===== config.mk =====
export PLATFORM = sky130hd
export DESIGN_NAME = smt_stack_xfer
export DESIGN_NICKNAME = d
export VERILOG_FILES = /design/src/design/smt_pkg.sv /design/src/design/smt_stack_xfer.sv /design/src/design/smt_decode.sv
export SDC_FILE = /design/constraint.sdc
export NUM_CORES = 1
export LEC_CHECK = 0
export ABC_CLOCK_PERIOD_IN_PS = 14100
export BUFFER_PORTS_ARGS = -buffer_cell sky130_fd_sc_hd__clkbuf_2
export CAP_MARGIN = 20
export CORE_MARGIN = 2
export CORE_UTILIZATION = 60
export DETAILED_ROUTE_END_ITERATION = 8
export MAX_ROUTING_LAYER = met4
export PLACE_DENSITY_LB_ADDON = 0.25
export SLEW_MARGIN = 30
export SYNTH_ARGS = -nofsm -noshare
export SYNTH_HDL_FRONTEND = slang
export SYNTH_SLANG_ARGS = --single-unit

===== constraint.sdc =====
create_clock -name clk_i -period 14.1 [get_ports clk_i]
set_input_delay 0 -clock clk_i [delete_from_list [all_inputs] [get_ports clk_i]]
set_output_delay 0 -clock clk_i [all_outputs]
set_load 0.03 [all_outputs]

===== src/design/smt_pkg.sv =====
// package: shared constants, decode carrier and helpers for stack transfers
package smt_pkg;

	// ----------------------------------------------------------------
	// register numbers
	// ----------------------------------------------------------------
	localparam logic [3:0]  REG_SP        = 4'hD;
	localparam logic [3:0]  REG_LR        = 4'hE;
	localparam logic [3:0]  REG_PC        = 4'hF;

	// ----------------------------------------------------------------
	// encodings
	// ----------------------------------------------------------------
	localparam logic [6:0]  OPC16_LOAD    = 7'h5E;
	localparam logic [6:0]  OPC16_STORE   = 7'h5A;
	localparam logic [15:0] OPC32_LOADM   = 16'hE8BD;
	localparam logic [15:0] OPC32_STOREM  = 16'hE92D;
	localparam logic [15:0] OPC32_LOAD1   = 16'hF85D;
	localparam logic [15:0] OPC32_STORE1  = 16'hF84D;
	localparam logic [11:0] SUF32_LOAD1   = 12'hB04;
	localparam logic [11:0] SUF32_STORE1  = 12'hD04;

	// ----------------------------------------------------------------
	// counts and reset values
	// ----------------------------------------------------------------
	localparam logic [4:0]  MIN_CNT_NARROW = 5'h01;
	localparam logic [4:0]  MIN_CNT_MULTI  = 5'h02;
	localparam logic [31:0] RST_WORD       = 32'h0000_0000;

	typedef struct packed {
		logic        hit;
		logic        is_load;
		logic [15:0] mask;
		logic        misalign_permit;
		logic        unpred;
	} smt_dec_t;

	// number of selected registers
	function automatic logic [4:0] smt_popcount(input logic [15:0] m);
		logic [4:0] c;
		c = 5'h00;
		for (int i = 0; i < 16; i++)
		begin
			c = c + {4'h0, m[i]};
		end
		return c;
	endfunction

endpackage


===== src/design/smt_stack_xfer.sv =====
// module: sequencer for stack multiple load and store instructions
//
// Overview of operation
// - load from stack fills any of r0-r12 plus program counter or link
// - loaded program counter word with bit 0 clear raises usage error
// - narrow load mask: pc bit at 15, seven zeros, 8-bit list
// - narrow load unpredictable if mask empty or pc inside block mid-slot
// - wide load mask pc, lr, zero, 13-bit list; <2 or both bad
// - registers move ascending, lowest register at lowest address
// - load starts at sp, sp grows by four per register, pc last
// - loading the program counter branches to the loaded address
// - store to stack writes any of r0-r12 plus optional link register
// - narrow store mask: zero, lr at 14, six zeros, 8-bit list
// - wide store mask zero, lr, zero, 13-bit list; fewer than 2 bad
// - single-register store selects one, unaligned ok, 13 or 15 bad
// - store starts at sp minus four per register, then lowers sp
// - failed condition check leaves all state untouched
module smt_stack_xfer
	import smt_pkg::*;
(
	input  wire logic        clk_i,                   // core clock
	input  wire logic        rst_i,                   // async reset, high
	input  wire logic        instr_valid_i,           // instruction offered
	input  wire logic [31:0] instr_i,                 // instruction bits
	input  wire logic        instr_wide_i,            // 32-bit encoding
	input  wire logic        cond_pass_i,             // condition check passed
	input  wire logic        in_cond_block_i,         // inside cond block
	input  wire logic        last_in_cond_block_i,    // last slot of block
	input  wire logic [31:0] sp_i,                    // current stack pointer
	output logic      [3:0]  reg_rd_idx_o,            // register read index
	input  wire logic [31:0] reg_rd_data_i,           // register read data
	output logic             reg_wr_en_o,             // register write pulse
	output logic      [3:0]  reg_wr_idx_o,            // register write index
	output logic      [31:0] reg_wr_data_o,           // register write data
	output logic             sp_wr_en_o,              // stack pointer write
	output logic      [31:0] sp_wr_data_o,            // new stack pointer
	output logic             mem_req_o,               // word access request
	output logic             mem_we_o,                // 1 store, 0 load
	output logic      [31:0] mem_addr_o,              // word address
	output logic      [31:0] mem_wdata_o,             // store data
	output logic             misalign_permit_o,       // unaligned allowed
	input  wire logic        mem_ack_i,               // access complete
	input  wire logic [31:0] mem_rdata_i,             // load data
	output logic             pc_write_from_load_o,    // branch pulse
	output logic      [31:0] branch_target_o,         // branch address
	output logic             usage_error_exception_o, // bad pc bit 0 pulse
	output logic             undef_fault_o,           // unpredictable pulse
	output logic             claim_o,                 // encoding recognised
	output logic             busy_o,                  // sequence running
	output logic             done_o                   // instruction retired
);

	// ----------------------------------------------------------------
	// decode
	// ----------------------------------------------------------------
	typedef enum logic [3:0] {
		ST_IDLE  = 4'b0001,
		ST_ISSUE = 4'b0010,
		ST_WAIT  = 4'b0100,
		ST_DONE  = 4'b1000
	} smt_state_t;

	smt_dec_t    dec;
	smt_state_t  state_q;
	smt_state_t  state_d;
	logic        start;
	logic        go;
	logic        op_load_q;
	logic [15:0] mask_q;
	logic [4:0]  cnt_q;
	logic [4:0]  xfer_cnt_q;
	logic [31:0] base_sp_q;
	logic [31:0] first_addr_q;
	logic [31:0] addr_q;
	logic [3:0]  cur_idx;
	logic [4:0]  dec_cnt;
	logic [31:0] dec_bytes;
	logic        last_word;

	smt_decode u_decode (
		.instr_i              (instr_i),
		.wide_i               (instr_wide_i),
		.in_cond_block_i      (in_cond_block_i),
		.last_in_cond_block_i (last_in_cond_block_i),
		.dec_o                (dec)
	);

	// lowest register still to move
	function automatic logic [3:0] smt_lowest(input logic [15:0] m);
		logic [3:0] r;
		r = 4'h0;
		for (int i = 15; i >= 0; i--)
		begin
			if (m[i])
			begin
				r = 4'(i);
			end
		end
		return r;
	endfunction

	assign claim_o      = instr_valid_i && dec.hit;
	assign start        = claim_o && (state_q == ST_IDLE);
	assign go           = start && cond_pass_i && !dec.unpred;
	assign busy_o       = state_q != ST_IDLE;
	assign cur_idx      = smt_lowest(mask_q);
	assign reg_rd_idx_o = cur_idx;
	assign dec_cnt      = smt_popcount(dec.mask);
	assign dec_bytes    = {25'h0, dec_cnt, 2'b00};
	assign last_word    = (mask_q & ~(16'h0001 << cur_idx)) == 16'h0000;

	// ----------------------------------------------------------------
	// sequence
	// ----------------------------------------------------------------
	always_comb
	begin
		state_d = state_q;
		unique case (state_q)
			ST_IDLE:  if (go) state_d = ST_ISSUE;
			ST_ISSUE: state_d = ST_WAIT;
			ST_WAIT:  if (mem_ack_i) state_d = last_word ? ST_DONE : ST_ISSUE;
			ST_DONE:  state_d = ST_IDLE;
		endcase
	end

	always_ff @(posedge clk_i or posedge rst_i)
	begin
		if (rst_i)
		begin
			state_q <= ST_IDLE;
		end
		else
		begin
			state_q <= state_d;
		end
	end

	// ----------------------------------------------------------------
	// operand capture and address walk
	// ----------------------------------------------------------------
	always_ff @(posedge clk_i or posedge rst_i)
	begin
		if (rst_i)
		begin
			op_load_q         <= 1'b0;
			mask_q            <= 16'h0000;
			cnt_q             <= 5'h00;
			xfer_cnt_q        <= 5'h00;
			base_sp_q         <= RST_WORD;
			first_addr_q      <= RST_WORD;
			addr_q            <= RST_WORD;
			misalign_permit_o <= 1'b0;
		end
		else if (go)
		begin
			op_load_q         <= dec.is_load;
			mask_q            <= dec.mask;
			cnt_q             <= dec_cnt;
			xfer_cnt_q        <= 5'h00;
			base_sp_q         <= sp_i;
			misalign_permit_o <= dec.misalign_permit;
			// a load reads upward from sp, a store fills the block below it
			if (dec.is_load)
			begin
				first_addr_q <= sp_i;
				addr_q       <= sp_i;
			end
			else
			begin
				first_addr_q <= sp_i - dec_bytes;
				addr_q       <= sp_i - dec_bytes;
			end
		end
		else if (state_q == ST_WAIT && mem_ack_i)
		begin
			mask_q     <= mask_q & ~(16'h0001 << cur_idx);
			addr_q     <= addr_q + 32'h0000_0004;
			xfer_cnt_q <= xfer_cnt_q + 5'h01;
		end
	end

	// ----------------------------------------------------------------
	// memory access
	// ----------------------------------------------------------------
	always_ff @(posedge clk_i or posedge rst_i)
	begin
		if (rst_i)
		begin
			mem_req_o   <= 1'b0;
			mem_we_o    <= 1'b0;
			mem_addr_o  <= RST_WORD;
			mem_wdata_o <= RST_WORD;
		end
		else if (state_q == ST_ISSUE)
		begin
			mem_req_o   <= 1'b1;
			mem_we_o    <= !op_load_q;
			mem_addr_o  <= addr_q;
			mem_wdata_o <= reg_rd_data_i;
		end
		else if (mem_ack_i)
		begin
			mem_req_o <= 1'b0;
		end
	end

	// ----------------------------------------------------------------
	// load write-back and branch
	// ----------------------------------------------------------------
	always_ff @(posedge clk_i or posedge rst_i)
	begin
		if (rst_i)
		begin
			reg_wr_en_o             <= 1'b0;
			reg_wr_idx_o            <= 4'h0;
			reg_wr_data_o           <= RST_WORD;
			pc_write_from_load_o    <= 1'b0;
			branch_target_o         <= RST_WORD;
			usage_error_exception_o <= 1'b0;
		end
		else
		begin
			reg_wr_en_o             <= 1'b0;
			pc_write_from_load_o    <= 1'b0;
			usage_error_exception_o <= 1'b0;
			if (state_q == ST_WAIT && mem_ack_i && op_load_q)
			begin
				// pc is bit 15, so it always comes out of the walk last
				if (cur_idx == REG_PC)
				begin
					if (mem_rdata_i[0])
					begin
						pc_write_from_load_o <= 1'b1;
						branch_target_o      <= {mem_rdata_i[31:1], 1'b0};
					end
					else
					begin
						usage_error_exception_o <= 1'b1;
					end
				end
				else
				begin
					reg_wr_en_o   <= 1'b1;
					reg_wr_idx_o  <= cur_idx;
					reg_wr_data_o <= mem_rdata_i;
				end
			end
		end
	end

	// ----------------------------------------------------------------
	// stack pointer update, retire and faults
	// ----------------------------------------------------------------
	always_ff @(posedge clk_i or posedge rst_i)
	begin
		if (rst_i)
		begin
			sp_wr_en_o    <= 1'b0;
			sp_wr_data_o  <= RST_WORD;
			done_o        <= 1'b0;
			undef_fault_o <= 1'b0;
		end
		else
		begin
			sp_wr_en_o    <= 1'b0;
			done_o        <= 1'b0;
			undef_fault_o <= 1'b0;
			if (state_q == ST_DONE)
			begin
				sp_wr_en_o <= 1'b1;
				done_o     <= 1'b1;
				if (op_load_q)
				begin
					sp_wr_data_o <= base_sp_q + {25'h0, cnt_q, 2'b00};
				end
				else
				begin
					sp_wr_data_o <= base_sp_q - {25'h0, cnt_q, 2'b00};
				end
			end
			else if (start && !cond_pass_i)
			begin
				done_o <= 1'b1;
			end
			else if (start && dec.unpred)
			begin
				undef_fault_o <= 1'b1;
			end
		end
	end
endmodule


===== src/design/smt_decode.sv =====
// module: mask and fault decode for the six stack transfer encodings
module smt_decode
	import smt_pkg::*;
(
	input  wire logic [31:0] instr_i,             // first halfword high
	input  wire logic        wide_i,              // 32-bit encoding
	input  wire logic        in_cond_block_i,     // inside conditional block
	input  wire logic        last_in_cond_block_i, // last slot of block
	output smt_dec_t         dec_o                // decode result
);

	logic [15:0] hw1;
	logic [15:0] hw2;
	logic        it_bad;
	logic [3:0]  t;

	assign hw1    = instr_i[31:16];
	assign hw2    = instr_i[15:0];
	assign it_bad = in_cond_block_i && !last_in_cond_block_i;
	assign t      = hw2[15:12];

	always_comb
	begin
		dec_o = '0;
		if (!wide_i)
		begin
			if (hw2[15:9] == OPC16_LOAD)
			begin
				dec_o.hit     = 1'b1;
				dec_o.is_load = 1'b1;
				dec_o.mask    = {hw2[8], 7'h00, hw2[7:0]};
				dec_o.unpred  = (smt_popcount(dec_o.mask) < MIN_CNT_NARROW)
					|| (dec_o.mask[15] && it_bad);
			end
			else if (hw2[15:9] == OPC16_STORE)
			begin
				dec_o.hit    = 1'b1;
				dec_o.mask   = {1'b0, hw2[8], 6'h00, hw2[7:0]};
				dec_o.unpred = smt_popcount(dec_o.mask) < MIN_CNT_NARROW;
			end
		end
		else if (hw1 == OPC32_LOADM)
		begin
			dec_o.hit     = 1'b1;
			dec_o.is_load = 1'b1;
			// reserved bit 13 is forced clear, so the stack pointer never loads
			dec_o.mask    = {hw2[15], hw2[14], 1'b0, hw2[12:0]};
			dec_o.unpred  = (smt_popcount(dec_o.mask) < MIN_CNT_MULTI)
				|| (hw2[15] && hw2[14])
				|| (dec_o.mask[15] && it_bad);
		end
		else if (hw1 == OPC32_STOREM)
		begin
			dec_o.hit    = 1'b1;
			dec_o.mask   = {1'b0, hw2[14], 1'b0, hw2[12:0]};
			dec_o.unpred = smt_popcount(dec_o.mask) < MIN_CNT_MULTI;
		end
		else if (hw1 == OPC32_LOAD1 && hw2[11:0] == SUF32_LOAD1)
		begin
			dec_o.hit             = 1'b1;
			dec_o.is_load         = 1'b1;
			dec_o.mask            = 16'h0001 << t;
			dec_o.misalign_permit = 1'b1;
			dec_o.unpred          = (t == REG_SP)
				|| (t == REG_PC && it_bad);
		end
		else if (hw1 == OPC32_STORE1 && hw2[11:0] == SUF32_STORE1)
		begin
			dec_o.hit             = 1'b1;
			dec_o.mask            = 16'h0001 << t;
			dec_o.misalign_permit = 1'b1;
			dec_o.unpred          = (t == REG_SP) || (t == REG_PC);
		end
	end

endmodule


* Word-level counts from Yosys, hierarchy flattened
Cells that the tools add are included.
** Storage, ports and cells
- Register bits after elaboration :: 262
- Latch bits :: 0
- RAM bits :: 0
- Memory bits (read-only) :: 0
- Bits of input ports :: 136
- Output and inout port bits :: 179
- Word-level logic and storage cells :: 175
- Memories kept :: 0
** Cells by class
- $add $sub $neg :: 33
- Multiply operators :: 0
- Div/mod/pow operators :: 0
- Order comparisons :: 3
- Equality and inequality tests :: 18
- Shift operators :: 2
- Muxes and demuxes :: 65
- Bitwise operators :: 3
- Reduce and logical (&&, ||, !) cells :: 30
** Operators with widths (number)
- $mux W32 :: 4
- $add A5 B1 Y5 :: 24
- $mux W4 :: 19
- $mux W18 :: 4
- $eq A16 B16 Y1 const B :: 4
- $mux W16 :: 4
- $sub A32 B7 Y32 :: 2
- $add A32 B3 Y32 const B :: 1
- $add A32 B7 Y32 :: 1
- $mux W1 :: 32
- $shl A1 B4 Y16 const A :: 2
- $eq A12 B12 Y1 const B :: 2
- $and A16 B16 Y16 :: 1
- $eq A4 B4 Y1 const B :: 4
- $logic_not A16 Y1 :: 1
- $not A16 Y16 :: 1
- $pmux W4 S4 :: 1
- $logic_and A1 B1 Y1 :: 15
- $mux W15 :: 1
- $eq A7 B7 Y1 const B :: 2
- $lt A5 B2 Y1 const B :: 2
- $add A4 B1 Y5 :: 1
- $logic_or A1 B1 Y1 :: 5
- $lt A5 B1 Y1 const B :: 1
- 13 further kinds :: 20

* Depth between registers and ports, before layout
- Word-level depth :: 26
- Depth in mapped cells :: 30
- Gate-level depth less buffers :: 30

* Modules after synthesis
Synthesis repeated with hierarchy kept, for this count alone.
** Second synthesis, totals
- Cell total of the unflattened synthesis :: 1488
- Area total of the unflattened synthesis :: 14333.7 µm²
** By module, submodules not included
- smt_stack_xfer :: times used 1, cells each 1351, area an instance 13304.0 µm², seq. area each 6557.5 µm²
- smt_decode :: times used 1, cells each 137, area an instance 1029.7 µm², seq. area each 0.0 µm²

* Worst setup path after synthesis
Ideal clock, no wire load.
- Kind :: input to register
- Start :: input instr_i[26]
- End :: register addr_q[15]
- Library setup time :: 0.065 ns
- Arrival :: 7.331 ns
- Required time :: 14.035 ns
- Slack :: 6.704 ns
- Stages on the path :: 27
- Path buffers :: 0
- Path through :: nand4b_1 -> or4_4 -> or4_1 -> nand2b_4 -> nor3_1 -> a21oi_1 -> or3_1 -> fa_1 -> fa_1 -> inv_1 -> fa_1 -> inv_1 -> fa_1 -> inv_1 -> ha_1 -> inv_1 -> fa_1 -> ha_1 -> nor2b_1 -> o21ai_1 -> a21boi_0 -> o21a_1 -> a2111o_1 -> or4_1 -> xor2_1 -> a221oi_2 -> o21a_1
** On the way
- Word-level cells in the longest chain between the ends :: 25
- Elaborated cells between the ends (all ways) :: 43
- Classes of those cells :: 16 x add/sub; 4 x eq/ne; 15 x mux; 8 x reduce/logical
** RTL lines
- from (decl) :: RTL line smt_stack_xfer.sv:24 : input wire logic [31:0] instr_i,
- $eq A16 B16 Y1 :: RTL line smt_decode.sv:67 : else if (hw1 == OPC32_STORE1 && hw2[11:0] == SUF32_STORE1)
- $logic_and A1 B1 Y1 :: RTL line smt_decode.sv:67
- $mux W18 :: RTL line smt_decode.sv:67
- $mux W18 :: RTL line smt_decode.sv:58 : else if (hw1 == OPC32_LOAD1 && hw2[11:0] == SUF32_LOAD1)
- $mux W16 :: RTL line smt_decode.sv:52 : else if (hw1 == OPC32_STOREM)
- $mux W18 :: RTL line smt_decode.sv:42 : else if (hw1 == OPC32_LOADM)
- $mux W18 :: RTL line smt_decode.sv:25 : if (!wide_i)
- $add A1 B1 Y2 :: RTL line smt_pkg.sv:44 : c = c + {4'h0, m[i]};
- $add A2 B1 Y3 :: RTL line smt_pkg.sv:44
- $add A3 B1 Y4 :: RTL line smt_pkg.sv:44
- $add A4 B1 Y5 :: RTL line smt_pkg.sv:44
- $add A5 B1 Y5 (11 in a row) :: RTL line smt_pkg.sv:44
- $sub A32 B7 Y32 :: RTL line smt_stack_xfer.sv:171 : addr_q <= sp_i - dec_bytes;
- $mux W32
- $mux W32 :: RTL line smt_stack_xfer.sv:154 : else if (go)
- to (signal assigned) :: RTL line smt_stack_xfer.sv:166 : addr_q <= sp_i;
- to (signal assigned) :: RTL line smt_stack_xfer.sv:171
- to (signal assigned) :: RTL line smt_stack_xfer.sv:177 : addr_q <= addr_q + 32'h0000_0004;
- to (decl) :: RTL line smt_stack_xfer.sv:74 : logic [31:0] addr_q;
Parallel ways exist; a longest one is shown, timed or not.
A chain may end at the register's enable or synchronous reset.

* Final worst setup path
- Start :: input instr_i[1]
- End :: register addr_q[31]
** On the way
- Word-level cells in the longest chain between the ends :: 25
- Elaborated cells between the ends (all ways) :: 65
- Classes of those cells :: 30 x add/sub; 3 x order compare; 2 x eq/ne; 19 x mux; 11 x reduce/logical
** RTL lines (RTL line)
- $eq A12 B12 Y1 :: smt_decode.sv:67
- $logic_and A1 B1 Y1 :: smt_decode.sv:67
- $mux W18 :: smt_decode.sv:67
- $mux W18 :: smt_decode.sv:58
- $mux W16 :: smt_decode.sv:52
- $mux W18 :: smt_decode.sv:42
- $mux W18 :: smt_decode.sv:25
- $add A1 B1 Y2 :: smt_pkg.sv:44
- $add A2 B1 Y3 :: smt_pkg.sv:44
- $add A3 B1 Y4 :: smt_pkg.sv:44
- $add A4 B1 Y5 :: smt_pkg.sv:44
- $add A5 B1 Y5 (11 in a row) :: smt_pkg.sv:44
- $sub A32 B7 Y32 :: smt_stack_xfer.sv:171
- $mux W32
- $mux W32 :: smt_stack_xfer.sv:154
Parallel ways exist; a longest one is shown, timed or not.

==> results.tsv <==
stage	metric	value	unit
timing	RSZ-0062 raised after global routing	false	
clock_network	postcts setup bufs	0	
synthesis	syn avg cell area	10.11	sq um
synthesis	Post-synth EDFFs	0	
global_routing	GRT Total Usage	33.63	%
timing	Slew Limit Headroom	39.65	%
final_layout	area growth from synthesis to layout	26.99	%
timing	worst setup margin	5908	ps
final_layout	n_diodes	0	
final_layout	layout cells sized above 1	29.53	%
detailed_routing	DR iter-0 viols	1112	
timing	Total Neg Setup Slack	0	ps
clock_network	# hold bufs at CTS	108	
timing	worst slew pin tran	893.4	ps
min_path	worst min-delay path class	in2reg	
status	status	finished clean	
synthesis	synthesized instance count	1427	
floorplanning	Placeable Area	23540	sq um
placement	port bufs	313	
floorplanning	I/O pins	315	
synthesis	Seq/Total Area, Yosys	45.44	%
power_and_ir_drop	P_leak	9.064	nW
global_routing	largest net degree at the start of global routing	107	
setup_path	WP data arrival	8650	ps
detailed_routing	antenna-violating nets left	0	
detailed_routing	DRC violations left	0	
timing	Final min period	8192	ps
synthesis	Synth cell types	88	
run	max_cap viols	0	
placement	pre-CTS setup slack	5936	ps
setup_path	CP peak stage delay	620	ps
clock_network	Post-CTS Resized	0	
detailed_routing	final WL	41780	microns
synthesis	mapped cell area	14430	sq um
setup_path	critical path launch point type	input pin	
clock_network	worst skew pair latency	570	ps
synthesis	YS warnings	0	
detailed_routing	WL/cell	19.18	microns
final_layout	Nets	2049	
clock_network	clock transition at the registers of the reported paths	60	ps
floorplanning	Die Y	159.1	microns
power_and_ir_drop	Power Dens Cells	168.8	nW/um^2
global_routing	initial antenna violation count	0	
synthesis	Synth Register Bits	262	
detailed_routing	vias	12690	
synthesis	cell taking the most area after synthesis	dfrtp_1	
synthesis	Yosys top cell area share	45.25	%
floorplanning	Die X	159.1	microns
timing	Layout Skew	26.15	ps
clock_network	clk buf depth	3	
timing	final hold violations	0	
detailed_routing	Pre-antenna DRT Iters	6	
timing	Pins Over Slew Limit	0	
synthesis	fraction of registers with async set/reset	100.0	%
power_and_ir_drop	maximum vdd ir drop	148.5	uV
synthesis	top post-synthesis cells by area	dfrtp_1 45%, mux2_2 10%, nand2_1 5.6%	
setup_path	Setup CP Type	in2reg	
setup_path	Max Fanout on Critical Path	8	
clock_network	H-tree levels	1	
setup_path	CP max-delay cell	or4b_2	
timing	period utilization	58.10	%
synthesis	Main synth FF type	dfrtp_1	
timing	FMAX	122.1	MHz
clock_network	CTS tree	done	
floorplanning	Core Rows	56	
global_routing	vias in the first global route	13030	
floorplanning	die area	25310	sq um
clock_network	total CTS buffers	28	
clock_network	CTS Sinks	262	
global_routing	remaining global-route overflow	0	
detailed_routing	Vias/cell	5.828	
global_routing	first-pass GRT wire length	67230	microns
placement	GP Congestion	0.9185	
synthesis	Synth Net Count	1638	
clock_network	Root Buffer	clkbuf_16	
placement	HPWL after DPL	28390	microns
setup_path	Crit. End Element	register	
timing	final setup fails	0	
floorplanning	Starting Density	61.30	%
setup_path	Crit path required time	14560	ps
final cells by class:
type / count / area (sq um)
flip-flops and latches: 262 / 6558
repair buffers: 432 / 2758
clock buffers: 37 / 794.5
fillers: 1580 / 5215
well taps: 319 / 399.1
clock inverters: 14 / 158.9
inverters: 70 / 272.8
multi-input cells: 1044 / 7387
state kept, by name (all words and copies together), names as in the netlist, 5 cells and up:
register / cells
mem_wdata_o: 32
base_sp_q: 32
sp_wr_data_o: 32
mem_addr_o: 32
reg_wr_data_o: 32
cnt_q: 5
addr_q: 32
mask_q: 16
branch_target_o: 31
routing by layer:
layer | global-route usage [%] | part of all wire, % | wire, microns
met1 | 40.64 | 39 | 16330
met2 | 58.26 | 51 | 21400
met3 | 4.116 | 6.0 | 2492
met4 | 12.27 | 3.7 | 1557
met5 | - | 0 | 0
logic make-up after synthesis:
kind of cell             after synthesis  share of synthesized area (%)
AND/OR/NAND/NOR                      477                          16.12
AO/OA/AOI/OAI                        288                          12.69
flip-flops                           262                          45.44
multiplexers                         135                          10.50
buffers and inverters                121                          3.563
adder cells (fa/ha/maj)               75                          7.542
XOR/XNOR                              68                          4.127
other                                  1                        0.02598
worst max-delay path: cells and delay by family:
family / cells / cell delay [ps]
simple gates: 8 / 2910
fa+ha+maj: 8 / 3210
xor+xnor: 1 / 90
compound gates: 6 / 1350
buf+inv: 8 / 1070
cells in the mapped netlist, types with 19 or more instances:
| cell type | n |
|---|---|
| xnor2_1 | 33 |
| a21oi_1 | 67 |
| dfrtp_1 | 261 |
| nor2_1 | 90 |
| mux2_2 | 131 |
| xor2_1 | 35 |
| nand3_1 | 26 |
| nor3_1 | 30 |
| ha_1 | 55 |
| o21ai_0 | 83 |
| clkbuf_1 | 27 |
| fa_1 | 20 |
| inv_1 | 67 |
| a211oi_1 | 19 |
| nand2_1 | 217 |
where the power goes:
group | switching [mW] | internal (mW) | total [mW]
registers | 0.129 | 0.931 | 1.06
clock network | 0.319 | 0.436 | 0.755
logic | 0.783 | 0.496 | 1.28
total | 1.23 | 1.86 | 3.09
worst paths after layout:
path	start	end	cells after the start	slack (ps)
max	instr_i[1]	addr_q[31]	31	5910
min	instr_wide_i	mask_q[9]	3	20
max reg2reg	op_load_q	sp_wr_data_o[28]	12	9860
min reg2reg	base_sp_q[0]	sp_wr_data_o[0]	2	470
max in group asynchronous	rst_i	base_sp_q[2]	4	12710
min in group asynchronous	rst_i	mem_addr_o[23]	3	120
metrics by stage:
step | total power, mW | instance area, sq um | utilization, % | std cells | hold slack (ps)
2_1_floorplan | 1.961 | 14430 | - | 1427 | 72.75
3_3_place_gp | 2.265 | 16250 | 69.02 | 2018 | 190.1
3_5_place_dp | 2.303 | 16280 | 69.17 | 2019 | 191.8
4_1_cts | 3.079 | 18320 | 77.81 | 2178 | 2.514
5_1_grt | 3.262 | 18330 | 77.85 | 2178 | 30.09
6_report | 3.094 | 18330 | 77.85 | 2178 | 17.79
cells in the final DEF, fill, tap and decap left out, drive strengths merged, types with 5 or more instances in the layout:
cell	Yosys	routed
clkbuf	27	350
dfrtp	261	261
nand2	218	218
mux2	131	131
dlygate4sd3	0	108
nor2	95	95
o21ai	93	93
a21oi	70	70
inv	69	70
ha	55	55
nor3	36	36
xor2	35	35
xnor2	33	33
nand3	26	26
fa	20	20
a211oi	19	19
a31oi	15	15
and3	15	15
o21a	12	12
o21bai	11	11
nand2b	11	11
buf	24	11
nand3b	10	10
a21o	10	10
nor4	10	10
clkinv	1	9
or3	8	8
nand4	7	7
o211ai	7	7
nor2b	7	7
o31ai	7	7
and2	6	6
or2	6	6
a22oi	5	5
nor4b	5	5
(Power assumes the default switching activity.)
